File: config.mk
export PLATFORM = sky130hd
export DESIGN_NAME = gbd_top
export DESIGN_NICKNAME = d
export VERILOG_FILES = /design/src/rtl/gbd_pkg.sv /design/src/rtl/gbd_motion.sv /design/src/rtl/gbd_top.sv
export VERILOG_INCLUDE_DIRS = /design/src /design/src/rtl
export SDC_FILE = /design/constraint.sdc
export NUM_CORES = 2
export LEC_CHECK = 0
export BUFFER_PORTS_ARGS = -buffer_cell sky130_fd_sc_hd__buf_2
export CORE_MARGIN = 2
export CORE_UTILIZATION = 30
export DETAILED_ROUTE_END_ITERATION = 10
export SLEW_MARGIN = 15
export SYNTH_ARGS = -nofsm -noshare
export SYNTH_HDL_FRONTEND = slang
export SYNTH_HIERARCHICAL = 1
export SYNTH_SLANG_ARGS = --single-unit
File: constraint.sdc
create_clock -name sys_clk -period 39.5 [get_ports sys_clk]
set_input_delay 7.9 -clock sys_clk [delete_from_list [all_inputs] [get_ports sys_clk]]
set_output_delay 7.9 -clock sys_clk [all_outputs]
set_load 0.1 [all_outputs]
File: src/rtl/gbd_cfg.svh
/*
  register map, field positions, reset values and fixed figures of the gear backlash diagnosis block.
  assumes: included by bare name from the package and the design files.
*/
`ifndef GBD_CFG_SVH
`define GBD_CFG_SVH

// ----------------------------------------------------------------
// register byte offsets
// ----------------------------------------------------------------
`define GBD_OFS_GEAR      12'h000
`define GBD_OFS_NOMINAL   12'h004
`define GBD_OFS_MULT      12'h008
`define GBD_OFS_CTRL      12'h00c
`define GBD_OFS_STATUS    12'h010
`define GBD_OFS_ESTIMATE  12'h014
`define GBD_OFS_THRESH    12'h018
`define GBD_OFS_IRQ_STAT  12'h01c
`define GBD_OFS_IRQ_CLR   12'h020
`define GBD_OFS_IRQ_EN    12'h024

// ----------------------------------------------------------------
// fields and reset values
// ----------------------------------------------------------------
`define GBD_GEAR_RESET    32'h0000_0000
`define GBD_PARAM_RESET   16'h0000
`define GBD_CTRL_START    0
`define GBD_CTRL_LEAVE    1
`define GBD_ST_BUSY       0
`define GBD_ST_TEST       1
`define GBD_ST_WARN       2
`define GBD_ST_ERR_LSB    16
`define GBD_IRQ_DONE      0
`define GBD_IRQ_ERROR     1
`define GBD_IRQ_WARN      2
`define GBD_IRQ_W         3

// ----------------------------------------------------------------
// figures
// ----------------------------------------------------------------
`define GBD_STOP_RPM      16'h0014
`define GBD_CENTIDEG_REV  16'h8ca0
`define GBD_MULT_DIV      32'h0000_000a
`define GBD_ERR_NONE      16'h0000
`define GBD_ERR_SPEED     16'hc001
`define GBD_ERR_LINEAR    16'hc002
`define GBD_ERR_AXIS      16'hc003
`define GBD_ERR_BUSY      16'hc004
`define GBD_ERR_ABORT     16'hc005
`define GBD_ERR_LIMCTL    16'hc007

`endif

File: src/rtl/gbd_pkg.sv
/*
  types shared by the gear backlash diagnosis design files.
  assumes: nothing beyond the cfg header.
*/
`include "gbd_cfg.svh"

package gbd_pkg;

  typedef struct packed {
    logic [15:0] den;
    logic [15:0] num;
  } gbd_gear_type;

  typedef struct packed {
    logic        psel;
    logic        penable;
    logic        pwrite;
    logic [11:0] paddr;
    logic [31:0] pwdata;
  } gbd_apb_req_type;

  typedef enum logic [4:0] {
    GBD_IDLE = 5'h01,
    GBD_DIV  = 5'h02,
    GBD_FWD  = 5'h04,
    GBD_REV  = 5'h08,
    GBD_RET  = 5'h10
  } gbd_motion_state_type;

endpackage

File: src/rtl/gbd_motion.sv
/*
  own to-and-fro motion command and lost-motion measurement for backlash estimation.
  assumes: fb_pos comes from encoder logic on sys_clk; start is a one-cycle pulse.
*/
`timescale 1ns/100ps
`default_nettype none
`include "gbd_cfg.svh"

module gbd_motion #(
  parameter int PPR_LOG2 = 22,
  parameter int STEP_DIV = 4,
  parameter int POS_W    = 32
) (
  input  wire logic                       sys_clk,
  input  wire logic                       rstn,
  input  wire logic                       start,
  input  wire logic                       abort,
  input  wire gbd_pkg::gbd_gear_type      gear,
  input  wire logic signed [POS_W-1:0]    fb_pos,
  output logic signed [POS_W-1:0]         cmd_pos,
  output logic                            active,
  output logic                            done,
  output logic                            aborted,
  output logic [POS_W-1:0]                lost_max
);
  localparam int DIV_W = PPR_LOG2 + 16;
  localparam logic [DIV_W-1:0] TWO_REV = DIV_W'(2) << PPR_LOG2;

  gbd_pkg::gbd_motion_state_type state, next_state;
  logic signed [POS_W-1:0] next_cmd_pos, offset, next_offset, travel, next_travel, fb_prev;
  logic [POS_W-1:0]        lost, next_lost, next_lost_max;
  logic [DIV_W-1:0]        quo, next_quo;
  logic [16:0]             rem, next_rem, sh_rem;
  logic [7:0]              cnt, next_cnt;
  logic [15:0]             tick, next_tick;
  logic                    measuring, next_measuring, up, next_up, step, moved;
  logic                    next_done, next_aborted;

  always_comb
  begin
    next_state = state;
    next_cmd_pos = cmd_pos;
    next_offset = offset;
    next_travel = travel;
    next_lost = lost;
    next_lost_max = lost_max;
    next_quo = quo;
    next_rem = rem;
    next_cnt = cnt;
    next_measuring = measuring;
    next_up = up;
    next_done = 1'b0;
    next_aborted = 1'b0;
    sh_rem = {rem[15:0], quo[DIV_W-1]};
    step = (tick == 16'(STEP_DIV - 1));
    next_tick = step ? 16'h0000 : tick + 16'h0001;
    moved = up ? (fb_pos > fb_prev) : (fb_pos < fb_prev);
    // lost motion: command steps issued after a reversal before the load side follows
    if (measuring && lost > lost_max)
      next_lost_max = lost;
    if (measuring && moved)
      next_measuring = 1'b0;
    unique case (state)
      gbd_pkg::GBD_IDLE:
      begin
        if (start)
        begin
          next_cmd_pos = fb_pos;
          next_offset = '0;
          next_lost_max = '0;
          next_measuring = 1'b0;
          next_up = 1'b1;
          if (gear.num == 16'h0000 || gear.den == 16'h0000)
          begin
            next_travel = POS_W'(TWO_REV);
            next_state = gbd_pkg::GBD_FWD;
          end
          else
          begin
            next_quo = DIV_W'(gear.den) << PPR_LOG2;
            next_rem = 17'h00000;
            next_cnt = 8'h00;
            next_state = gbd_pkg::GBD_DIV;
          end
        end
      end
      gbd_pkg::GBD_DIV:
      begin
        // serial divide: travel = one revolution scaled by den/num, never above two revolutions
        if (sh_rem >= {1'b0, gear.num})
        begin
          next_rem = sh_rem - {1'b0, gear.num};
          next_quo = {quo[DIV_W-2:0], 1'b1};
        end
        else
        begin
          next_rem = sh_rem;
          next_quo = {quo[DIV_W-2:0], 1'b0};
        end
        next_cnt = cnt + 8'h01;
        if (abort)
        begin
          next_state = gbd_pkg::GBD_IDLE;
          next_aborted = 1'b1;
        end
        else if (cnt == 8'(DIV_W - 1))
        begin
          if (next_quo > TWO_REV)
            next_travel = POS_W'(TWO_REV);
          else if (next_quo == '0)
            next_travel = POS_W'(1);
          else
            next_travel = POS_W'(next_quo);
          next_state = gbd_pkg::GBD_FWD;
        end
      end
      gbd_pkg::GBD_FWD, gbd_pkg::GBD_REV, gbd_pkg::GBD_RET:
      begin
        if (abort)
        begin
          next_state = gbd_pkg::GBD_IDLE;
          next_aborted = 1'b1;
        end
        else if (step)
        begin
          if ((state == gbd_pkg::GBD_FWD && offset == travel) ||
              (state == gbd_pkg::GBD_REV && offset == -travel))
          begin
            next_state = (state == gbd_pkg::GBD_FWD) ? gbd_pkg::GBD_REV : gbd_pkg::GBD_RET;
            next_up = (state != gbd_pkg::GBD_FWD);
            next_measuring = 1'b1;
            next_lost = '0;
          end
          else if (state == gbd_pkg::GBD_RET && offset == '0)
          begin
            next_state = gbd_pkg::GBD_IDLE;
            next_done = 1'b1;
          end
          else
          begin
            next_offset = up ? offset + POS_W'(1) : offset - POS_W'(1);
            next_cmd_pos = up ? cmd_pos + POS_W'(1) : cmd_pos - POS_W'(1);
            if (next_measuring)
              next_lost = lost + POS_W'(1);
          end
        end
      end
    endcase
  end

  always_ff @(posedge sys_clk)
  begin
    if (!rstn)
    begin
      state <= gbd_pkg::GBD_IDLE;
      cmd_pos <= '0;
      offset <= '0;
      travel <= '0;
      lost <= '0;
      lost_max <= '0;
      quo <= '0;
      rem <= '0;
      cnt <= '0;
      tick <= '0;
      measuring <= 1'b0;
      up <= 1'b1;
      fb_prev <= '0;
      active <= 1'b0;
      done <= 1'b0;
      aborted <= 1'b0;
    end
    else
    begin
      state <= next_state;
      cmd_pos <= next_cmd_pos;
      offset <= next_offset;
      travel <= next_travel;
      lost <= next_lost;
      lost_max <= next_lost_max;
      quo <= next_quo;
      rem <= next_rem;
      cnt <= next_cnt;
      tick <= next_tick;
      measuring <= next_measuring;
      up <= next_up;
      fb_prev <= fb_pos;
      active <= (next_state != gbd_pkg::GBD_IDLE);
      done <= next_done;
      aborted <= next_aborted;
    end
  end
endmodule // gbd_motion

`default_nettype wire

File: src/rtl/gbd_top.sv
/*
  gear backlash diagnosis: start checks, own motion, backlash estimate, threshold and warning, apb registers.
  assumes: apb master on sys_clk; speed, motor type, axis activity, encoder position and external command come
  from logic on sys_clk; forced stop and travel limit pins are asynchronous.
*/
// Added by the designer: the placing of the registers and the APB slave port.
`timescale 1ns/100ps
`default_nettype none
`include "gbd_cfg.svh"

module gbd_top #(
  parameter int PPR_LOG2 = 22,
  parameter int STEP_DIV = 4,
  parameter int POS_W    = 32
) (
  input  wire logic                       sys_clk,
  input  wire logic                       rstn,
  input  wire gbd_pkg::gbd_apb_req_type   apb_req,
  output logic [31:0]                     prdata,
  output logic                            pready,
  output logic                            pslverr,
  input  wire logic [15:0]                motor_speed,
  input  wire logic                       motor_linear,
  input  wire logic                       other_axis_running,
  input  wire logic                       limits_on_controller,
  input  wire logic                       forced_stop_input,
  input  wire logic                       upper_travel_limit,
  input  wire logic                       lower_travel_limit,
  input  wire logic signed [POS_W-1:0]    ext_pos_cmd,
  input  wire logic signed [POS_W-1:0]    fb_pos,
  output logic signed [POS_W-1:0]         pos_cmd,
  output logic                            own_command,
  output logic                            machine_diagnosis_warning,
  output logic                            busy,
  output logic                            test_mode,
  output logic                            irq
);
  // ----------------------------------------------------------------
  // pin synchronisers
  // ----------------------------------------------------------------
  logic [2:0] pin_raw, sync1, sync2, sync3, pin_filt, next_pin_filt;
  assign pin_raw = {lower_travel_limit, upper_travel_limit, forced_stop_input};

  genvar g;
  generate
    for (g = 0; g < 3; g++)
    begin : pin_sync
      // a change counts only once the second and third stages agree
      always_comb
      begin
        next_pin_filt[g] = (sync2[g] == sync3[g]) ? sync3[g] : pin_filt[g];
      end
      always_ff @(posedge sys_clk)
      begin
        if (!rstn)
        begin
          sync1[g] <= 1'b0;
          sync2[g] <= 1'b0;
          sync3[g] <= 1'b0;
          pin_filt[g] <= 1'b0;
        end
        else
        begin
          sync1[g] <= pin_raw[g];
          sync2[g] <= sync1[g];
          sync3[g] <= sync2[g];
          pin_filt[g] <= next_pin_filt[g];
        end
      end
    end
  endgenerate

  // ----------------------------------------------------------------
  // apb decode
  // ----------------------------------------------------------------
  function automatic logic hit(input logic [11:0] addr, input logic [11:0] ofs);
    hit = (addr == ofs);
  endfunction

  logic wr_now, rd_now, start_req, leave_req, mapped;
  always_comb
  begin
    wr_now = apb_req.psel && apb_req.penable && pready && apb_req.pwrite;
    rd_now = apb_req.psel && apb_req.penable && !pready;
    start_req = wr_now && hit(apb_req.paddr, `GBD_OFS_CTRL) && apb_req.pwdata[`GBD_CTRL_START];
    leave_req = wr_now && hit(apb_req.paddr, `GBD_OFS_CTRL) && apb_req.pwdata[`GBD_CTRL_LEAVE];
    mapped = apb_req.paddr[1:0] == 2'h0 && apb_req.paddr <= `GBD_OFS_IRQ_EN;
  end

  // ----------------------------------------------------------------
  // registers and control
  // ----------------------------------------------------------------
  gbd_pkg::gbd_gear_type gear, next_gear;
  logic [15:0] nominal, next_nominal, mult, next_mult, err_code, next_err_code;
  logic [31:0] estimate, next_estimate, thresh, next_thresh, next_prdata;
  logic [`GBD_IRQ_W-1:0] irq_stat, next_irq_stat, irq_en, next_irq_en, events;
  logic next_pready, next_pslverr, next_busy, next_test_mode, next_warn, next_irq, start_go, next_start_go;
  logic signed [POS_W-1:0] motion_cmd, next_pos_cmd;
  logic [POS_W-1:0] lost_max;
  logic [47:0] lash_scaled;
  logic motion_active, motion_done, motion_aborted, fault_stop;

  assign fault_stop = |pin_filt;
  assign lash_scaled = 48'(lost_max) * 48'(`GBD_CENTIDEG_REV);

  always_comb
  begin
    next_gear = gear;
    next_nominal = nominal;
    next_mult = mult;
    next_irq_en = irq_en;
    next_err_code = err_code;
    next_estimate = estimate;
    next_warn = machine_diagnosis_warning;
    next_busy = busy;
    next_test_mode = test_mode;
    next_start_go = 1'b0;
    events = '0;
    if (wr_now && hit(apb_req.paddr, `GBD_OFS_GEAR))
      next_gear = apb_req.pwdata;
    if (wr_now && hit(apb_req.paddr, `GBD_OFS_NOMINAL))
      next_nominal = apb_req.pwdata[15:0];
    if (wr_now && hit(apb_req.paddr, `GBD_OFS_MULT))
      next_mult = apb_req.pwdata[15:0];
    if (wr_now && hit(apb_req.paddr, `GBD_OFS_IRQ_EN))
      next_irq_en = apb_req.pwdata[`GBD_IRQ_W-1:0];
    // start acceptance, first failing check reports
    if (start_req)
    begin
      events[`GBD_IRQ_ERROR] = 1'b1;
      if (busy)
        next_err_code = `GBD_ERR_BUSY;
      else if (motor_linear)
        next_err_code = `GBD_ERR_LINEAR;
      else if (other_axis_running)
        next_err_code = `GBD_ERR_AXIS;
      else if (limits_on_controller)
        next_err_code = `GBD_ERR_LIMCTL;
      else if (motor_speed >= `GBD_STOP_RPM)
        next_err_code = `GBD_ERR_SPEED;
      else
      begin
        events[`GBD_IRQ_ERROR] = 1'b0;
        next_err_code = `GBD_ERR_NONE;
        next_busy = 1'b1;
        next_test_mode = 1'b1;
        next_warn = 1'b0;
        next_start_go = 1'b1;
      end
    end
    else if (leave_req && !busy)
      next_test_mode = 1'b0;
    if (motion_aborted)
    begin
      next_busy = 1'b0;
      next_err_code = `GBD_ERR_ABORT;
      events[`GBD_IRQ_ERROR] = 1'b1;
    end
    if (motion_done)
    begin
      next_busy = 1'b0;
      next_estimate = lash_scaled[PPR_LOG2 +: 32];
      next_warn = (thresh != 32'h0) && (next_estimate > thresh);
      events[`GBD_IRQ_DONE] = 1'b1;
      events[`GBD_IRQ_WARN] = next_warn;
    end
    // multiplier zero means twice the nominal, all in 0.01 degree
    if (mult == 16'h0000)
      next_thresh = {15'h0000, nominal, 1'b0};
    else
      next_thresh = (32'(nominal) * 32'(mult)) / `GBD_MULT_DIV;
    // set wins over a clear in the same cycle
    next_irq_stat = irq_stat;
    if (wr_now && hit(apb_req.paddr, `GBD_OFS_IRQ_CLR))
      next_irq_stat = irq_stat & ~apb_req.pwdata[`GBD_IRQ_W-1:0];
    next_irq_stat = next_irq_stat | events;
    next_irq = |(irq_stat & irq_en);
    // external commands are ignored while busy or parked in test state
    next_pos_cmd = (next_busy || next_test_mode) ? motion_cmd : ext_pos_cmd;
  end

  always_comb
  begin
    next_pready = rd_now;
    next_pslverr = rd_now && !mapped;
    next_prdata = 32'h0000_0000;
    if (rd_now)
    begin
      unique case (1'b1)
        hit(apb_req.paddr, `GBD_OFS_GEAR):     next_prdata = gear;
        hit(apb_req.paddr, `GBD_OFS_NOMINAL):  next_prdata = {16'h0000, nominal};
        hit(apb_req.paddr, `GBD_OFS_MULT):     next_prdata = {16'h0000, mult};
        hit(apb_req.paddr, `GBD_OFS_STATUS):
          next_prdata = {err_code, 13'h0000, machine_diagnosis_warning, test_mode, busy};
        hit(apb_req.paddr, `GBD_OFS_ESTIMATE): next_prdata = estimate;
        hit(apb_req.paddr, `GBD_OFS_THRESH):   next_prdata = thresh;
        hit(apb_req.paddr, `GBD_OFS_IRQ_STAT): next_prdata = {29'h0000_0000, irq_stat};
        hit(apb_req.paddr, `GBD_OFS_IRQ_EN):   next_prdata = {29'h0000_0000, irq_en};
        default:                               next_prdata = 32'h0000_0000;
      endcase
    end
  end

  always_ff @(posedge sys_clk)
  begin
    if (!rstn)
    begin
      gear <= `GBD_GEAR_RESET;
      nominal <= `GBD_PARAM_RESET;
      mult <= `GBD_PARAM_RESET;
      err_code <= `GBD_ERR_NONE;
      estimate <= 32'h0000_0000;
      thresh <= 32'h0000_0000;
      irq_stat <= '0;
      irq_en <= '0;
      irq <= 1'b0;
      machine_diagnosis_warning <= 1'b0;
      busy <= 1'b0;
      test_mode <= 1'b0;
      own_command <= 1'b0;
      start_go <= 1'b0;
      pos_cmd <= '0;
      prdata <= 32'h0000_0000;
      pready <= 1'b0;
      pslverr <= 1'b0;
    end
    else
    begin
      gear <= next_gear;
      nominal <= next_nominal;
      mult <= next_mult;
      err_code <= next_err_code;
      estimate <= next_estimate;
      thresh <= next_thresh;
      irq_stat <= next_irq_stat;
      irq_en <= next_irq_en;
      irq <= next_irq;
      machine_diagnosis_warning <= next_warn;
      busy <= next_busy;
      test_mode <= next_test_mode;
      own_command <= next_busy || next_test_mode;
      start_go <= next_start_go;
      pos_cmd <= next_pos_cmd;
      prdata <= next_prdata;
      pready <= next_pready;
      pslverr <= next_pslverr;
    end
  end

  // ----------------------------------------------------------------
  // motion engine
  // ----------------------------------------------------------------
  gbd_motion #(
    .PPR_LOG2 (PPR_LOG2),
    .STEP_DIV (STEP_DIV),
    .POS_W    (POS_W)
  ) motion (
    .sys_clk  (sys_clk),
    .rstn     (rstn),
    .start    (start_go),
    .abort    (fault_stop),
    .gear     (gear),
    .fb_pos   (fb_pos),
    .cmd_pos  (motion_cmd),
    .active   (motion_active),
    .done     (motion_done),
    .aborted  (motion_aborted),
    .lost_max (lost_max)
  );
endmodule // gbd_top

`default_nettype wire

==> impl_metrics.yaml <==
sta:
  grt_setup_unrepaired: "false"
  worst_pin_slew_ps: 1150
  final-max-slew-violation-count: 0
  slew_headroom_pct: 22.7
  finalCriticalPeriod_ps: 18300
  setup_skew_after_layout_ps: 67.7
  timing.final.setup_violations: 0
  hold-worst-slack_ps: 429
  finalSetupTns_ps: 0
  hold_viol_final: 0
  timing.final.crit_share_pct: 46.3
  timing.fmax_mhz: 54.6
die:
  floorplan.die_area_sq_um: 152000
  die_y_microns: 389
  die-width_microns: 389
  floorplan.rows: 141
  core_sq_um: 147000
  pin_count: 206
  initial_core_util_pct: 30.2
cells_and_area:
  reg_with_most_ffs: "motion/quo"
  post_layout_nonfiller_instances: 7417
  num-fill-cells: 15388
  seq_area_sq_um: 9830
  most_frequent_cells_in_the_layout: "sky130_fd_sc_hd__nand2_1 (606), sky130_fd_sc_hd__inv_1 (498), sky130_fd_sc_hd__dfxtp_1 (490)"
  largest_register_ff_count: 38
  utilization_pct: 33.5
  syn_to_final_growth_pct: 11.1
  post_route_cells_drive_above_1_share_pct: 9.08
  layout_commonest_cell: "sky130_fd_sc_hd__nand2_1"
  multi_input_area_sq_um: 31700
  num-nets-final: 6269
power:
  ir_drop_mv: 0.0341
  comb_power_share_pct: 4.4
  power.share.switching_pct: 24.8
  total_switching_power_mw: 0.286
  power_density_over_the_cells_nw_per_um2: 23.3
  internal_power_mw: 0.866
  pwr-share-clk_pct: 52.1
  power.sequential.fraction_pct: 43.5
  p_leak_nw: 22.1
setup_path:
  worstPathRequired_ps: 40100
  timing.critical_path.from: "mult[3]$_SDFFE_PN0P_"
  end_kind: "register"
  setup.reg_to_reg.worst_slack_ps: 21200
  critPathArrivalTime_ps: 18900
  regToRegStartpoint: "mult[3]$_SDFFE_PN0P_"
  setup.worst_path.start_class: "register"
  cpMaxStageDelayCell: "sky130_fd_sc_hd__a221oi_1"
  setup.worst_path.class: "reg -> reg"
  timing.critical_path.fanout_max: 19
  timing.critical_path.slowest_cell_delay_ps: 960
  critical-path-top-cell-by-count: "sky130_fd_sc_hd__fa_1"
global_routing:
  grt_pass1_wl_microns: 218000
  antenna_found_initial: 7
  grt_start_max_net_pins: 118
  grt_overflow_total: 0
  first_global_vias: 38308
  track_usage_pct: 17.7
route:
  routed-wl-met2_microns: 59700
  wire_per_inst_microns: 18.4
  routedLengthMet1_microns: 66400
  drt_first_iter_violations: 3653
  vias: 39882
  vias_per_cell: 5.38
  postRouteAntennaNets: 0
  routed_wl_microns: 137000
  highest-signal-layer: "met5"
  met3_wirelength_microns: 7930
  drcViolationCount: 0
  firstDrtPassIters: 8
synthesis:
  syn-instance-count: 5404
  avgSynthCellArea_sq_um: 8.24
  synthesis.nets: 6240
  netlist_area_pre_place_sq_um: 44500
  yosys_warnings: 6
clock_tree:
  cts-root-to-sink-buffers: 3
  cts.sinks: 491
  post_cts_resize_count: 0
  clk_transition_reported_paths_ps: 70
  cts_root_buffer: "sky130_fd_sc_hd__clkbuf_16"
  tritoncts: "yes"
  cts_hold_buf: 0
  cts.repair_timing.setup_buffer_count: 0
  numCtsBuffers: 60
  worst_skew_pair.late_latency_ps: 700
  cts_htree_levels: 2
placement:
  gp_routability_congestion: 0.915
  dp.cells: 7301
  io_buffers: 202
  hpwl_microns: 103000
status:
  run_status: "complete, no violations"
run:
  max_cap_violations: 0
worst_hold_path:
  hold_path_class: "reg -> reg"
  min_delay_src: "sync1[2]$_SDFF_PN0_"
critical path: cells and delay by family, from the launching register on:
family,cells,cell delay [ps]
buffers and inverters,6,460
AOI/OAI and AO/OA,22,8010
adders and majority gates,7,3560
DFF,1,870
and+or+nand+nor,16,4960
muxes,1,260
power groups by stage:
stage                     combinational, mW  sequential [mW]  clock [mW]
after floorplan                      0.0181            0.525           0
after global placement               0.0505            0.512           0
after detailed placement             0.0513            0.512           0
after CTS                            0.0515            0.501       0.616
after global routing                 0.0550            0.501       0.635
final                                0.0510            0.501       0.600
per-stage QoR:
stage | setup WS [ps] | cell area (sq um) | total power [mW]
2_1_floorplan | 25020 | 44500 | 0.543
3_3_place_gp | 21770 | 47300 | 0.562
3_5_place_dp | 21660 | 47300 | 0.563
4_1_cts | 21630 | 49400 | 1.17
5_1_grt | 20130 | 49400 | 1.19
6_report | 21200 | 49500 | 1.15
cell type report:
cell class	instances	area share [%]
Antenna cell	5	0.0253
Clock buffer	81	3.48
Tap cell	1930	4.88
Timing Repair Buffer	259	2.94
Sequential cell	491	19.9
Multi-Input combinational cell	4120	64.1
Clock inverter	30	0.870
Inverter	501	3.81
per-layer routing:
layer	vias to the layer above	GRT usage (%)
met1	19413	25.8
met3	168	2.40
met5	-	0
met2	1209	27.6
met4	4	3.84
li1	19088	-
path summary, 6_finish.rpt:
kind                                to  cells past startpoint
setup / recovery  thresh[0]$_SDFF_PP0_                     52
hold / removal     sync2[2]$_SDFF_PN0_                      1
setup reg to reg  thresh[0]$_SDFF_PP0_                     52
hold reg to reg    sync2[2]$_SDFF_PN0_                      1
No activity file was read; power rests on OpenSTA's default activity.
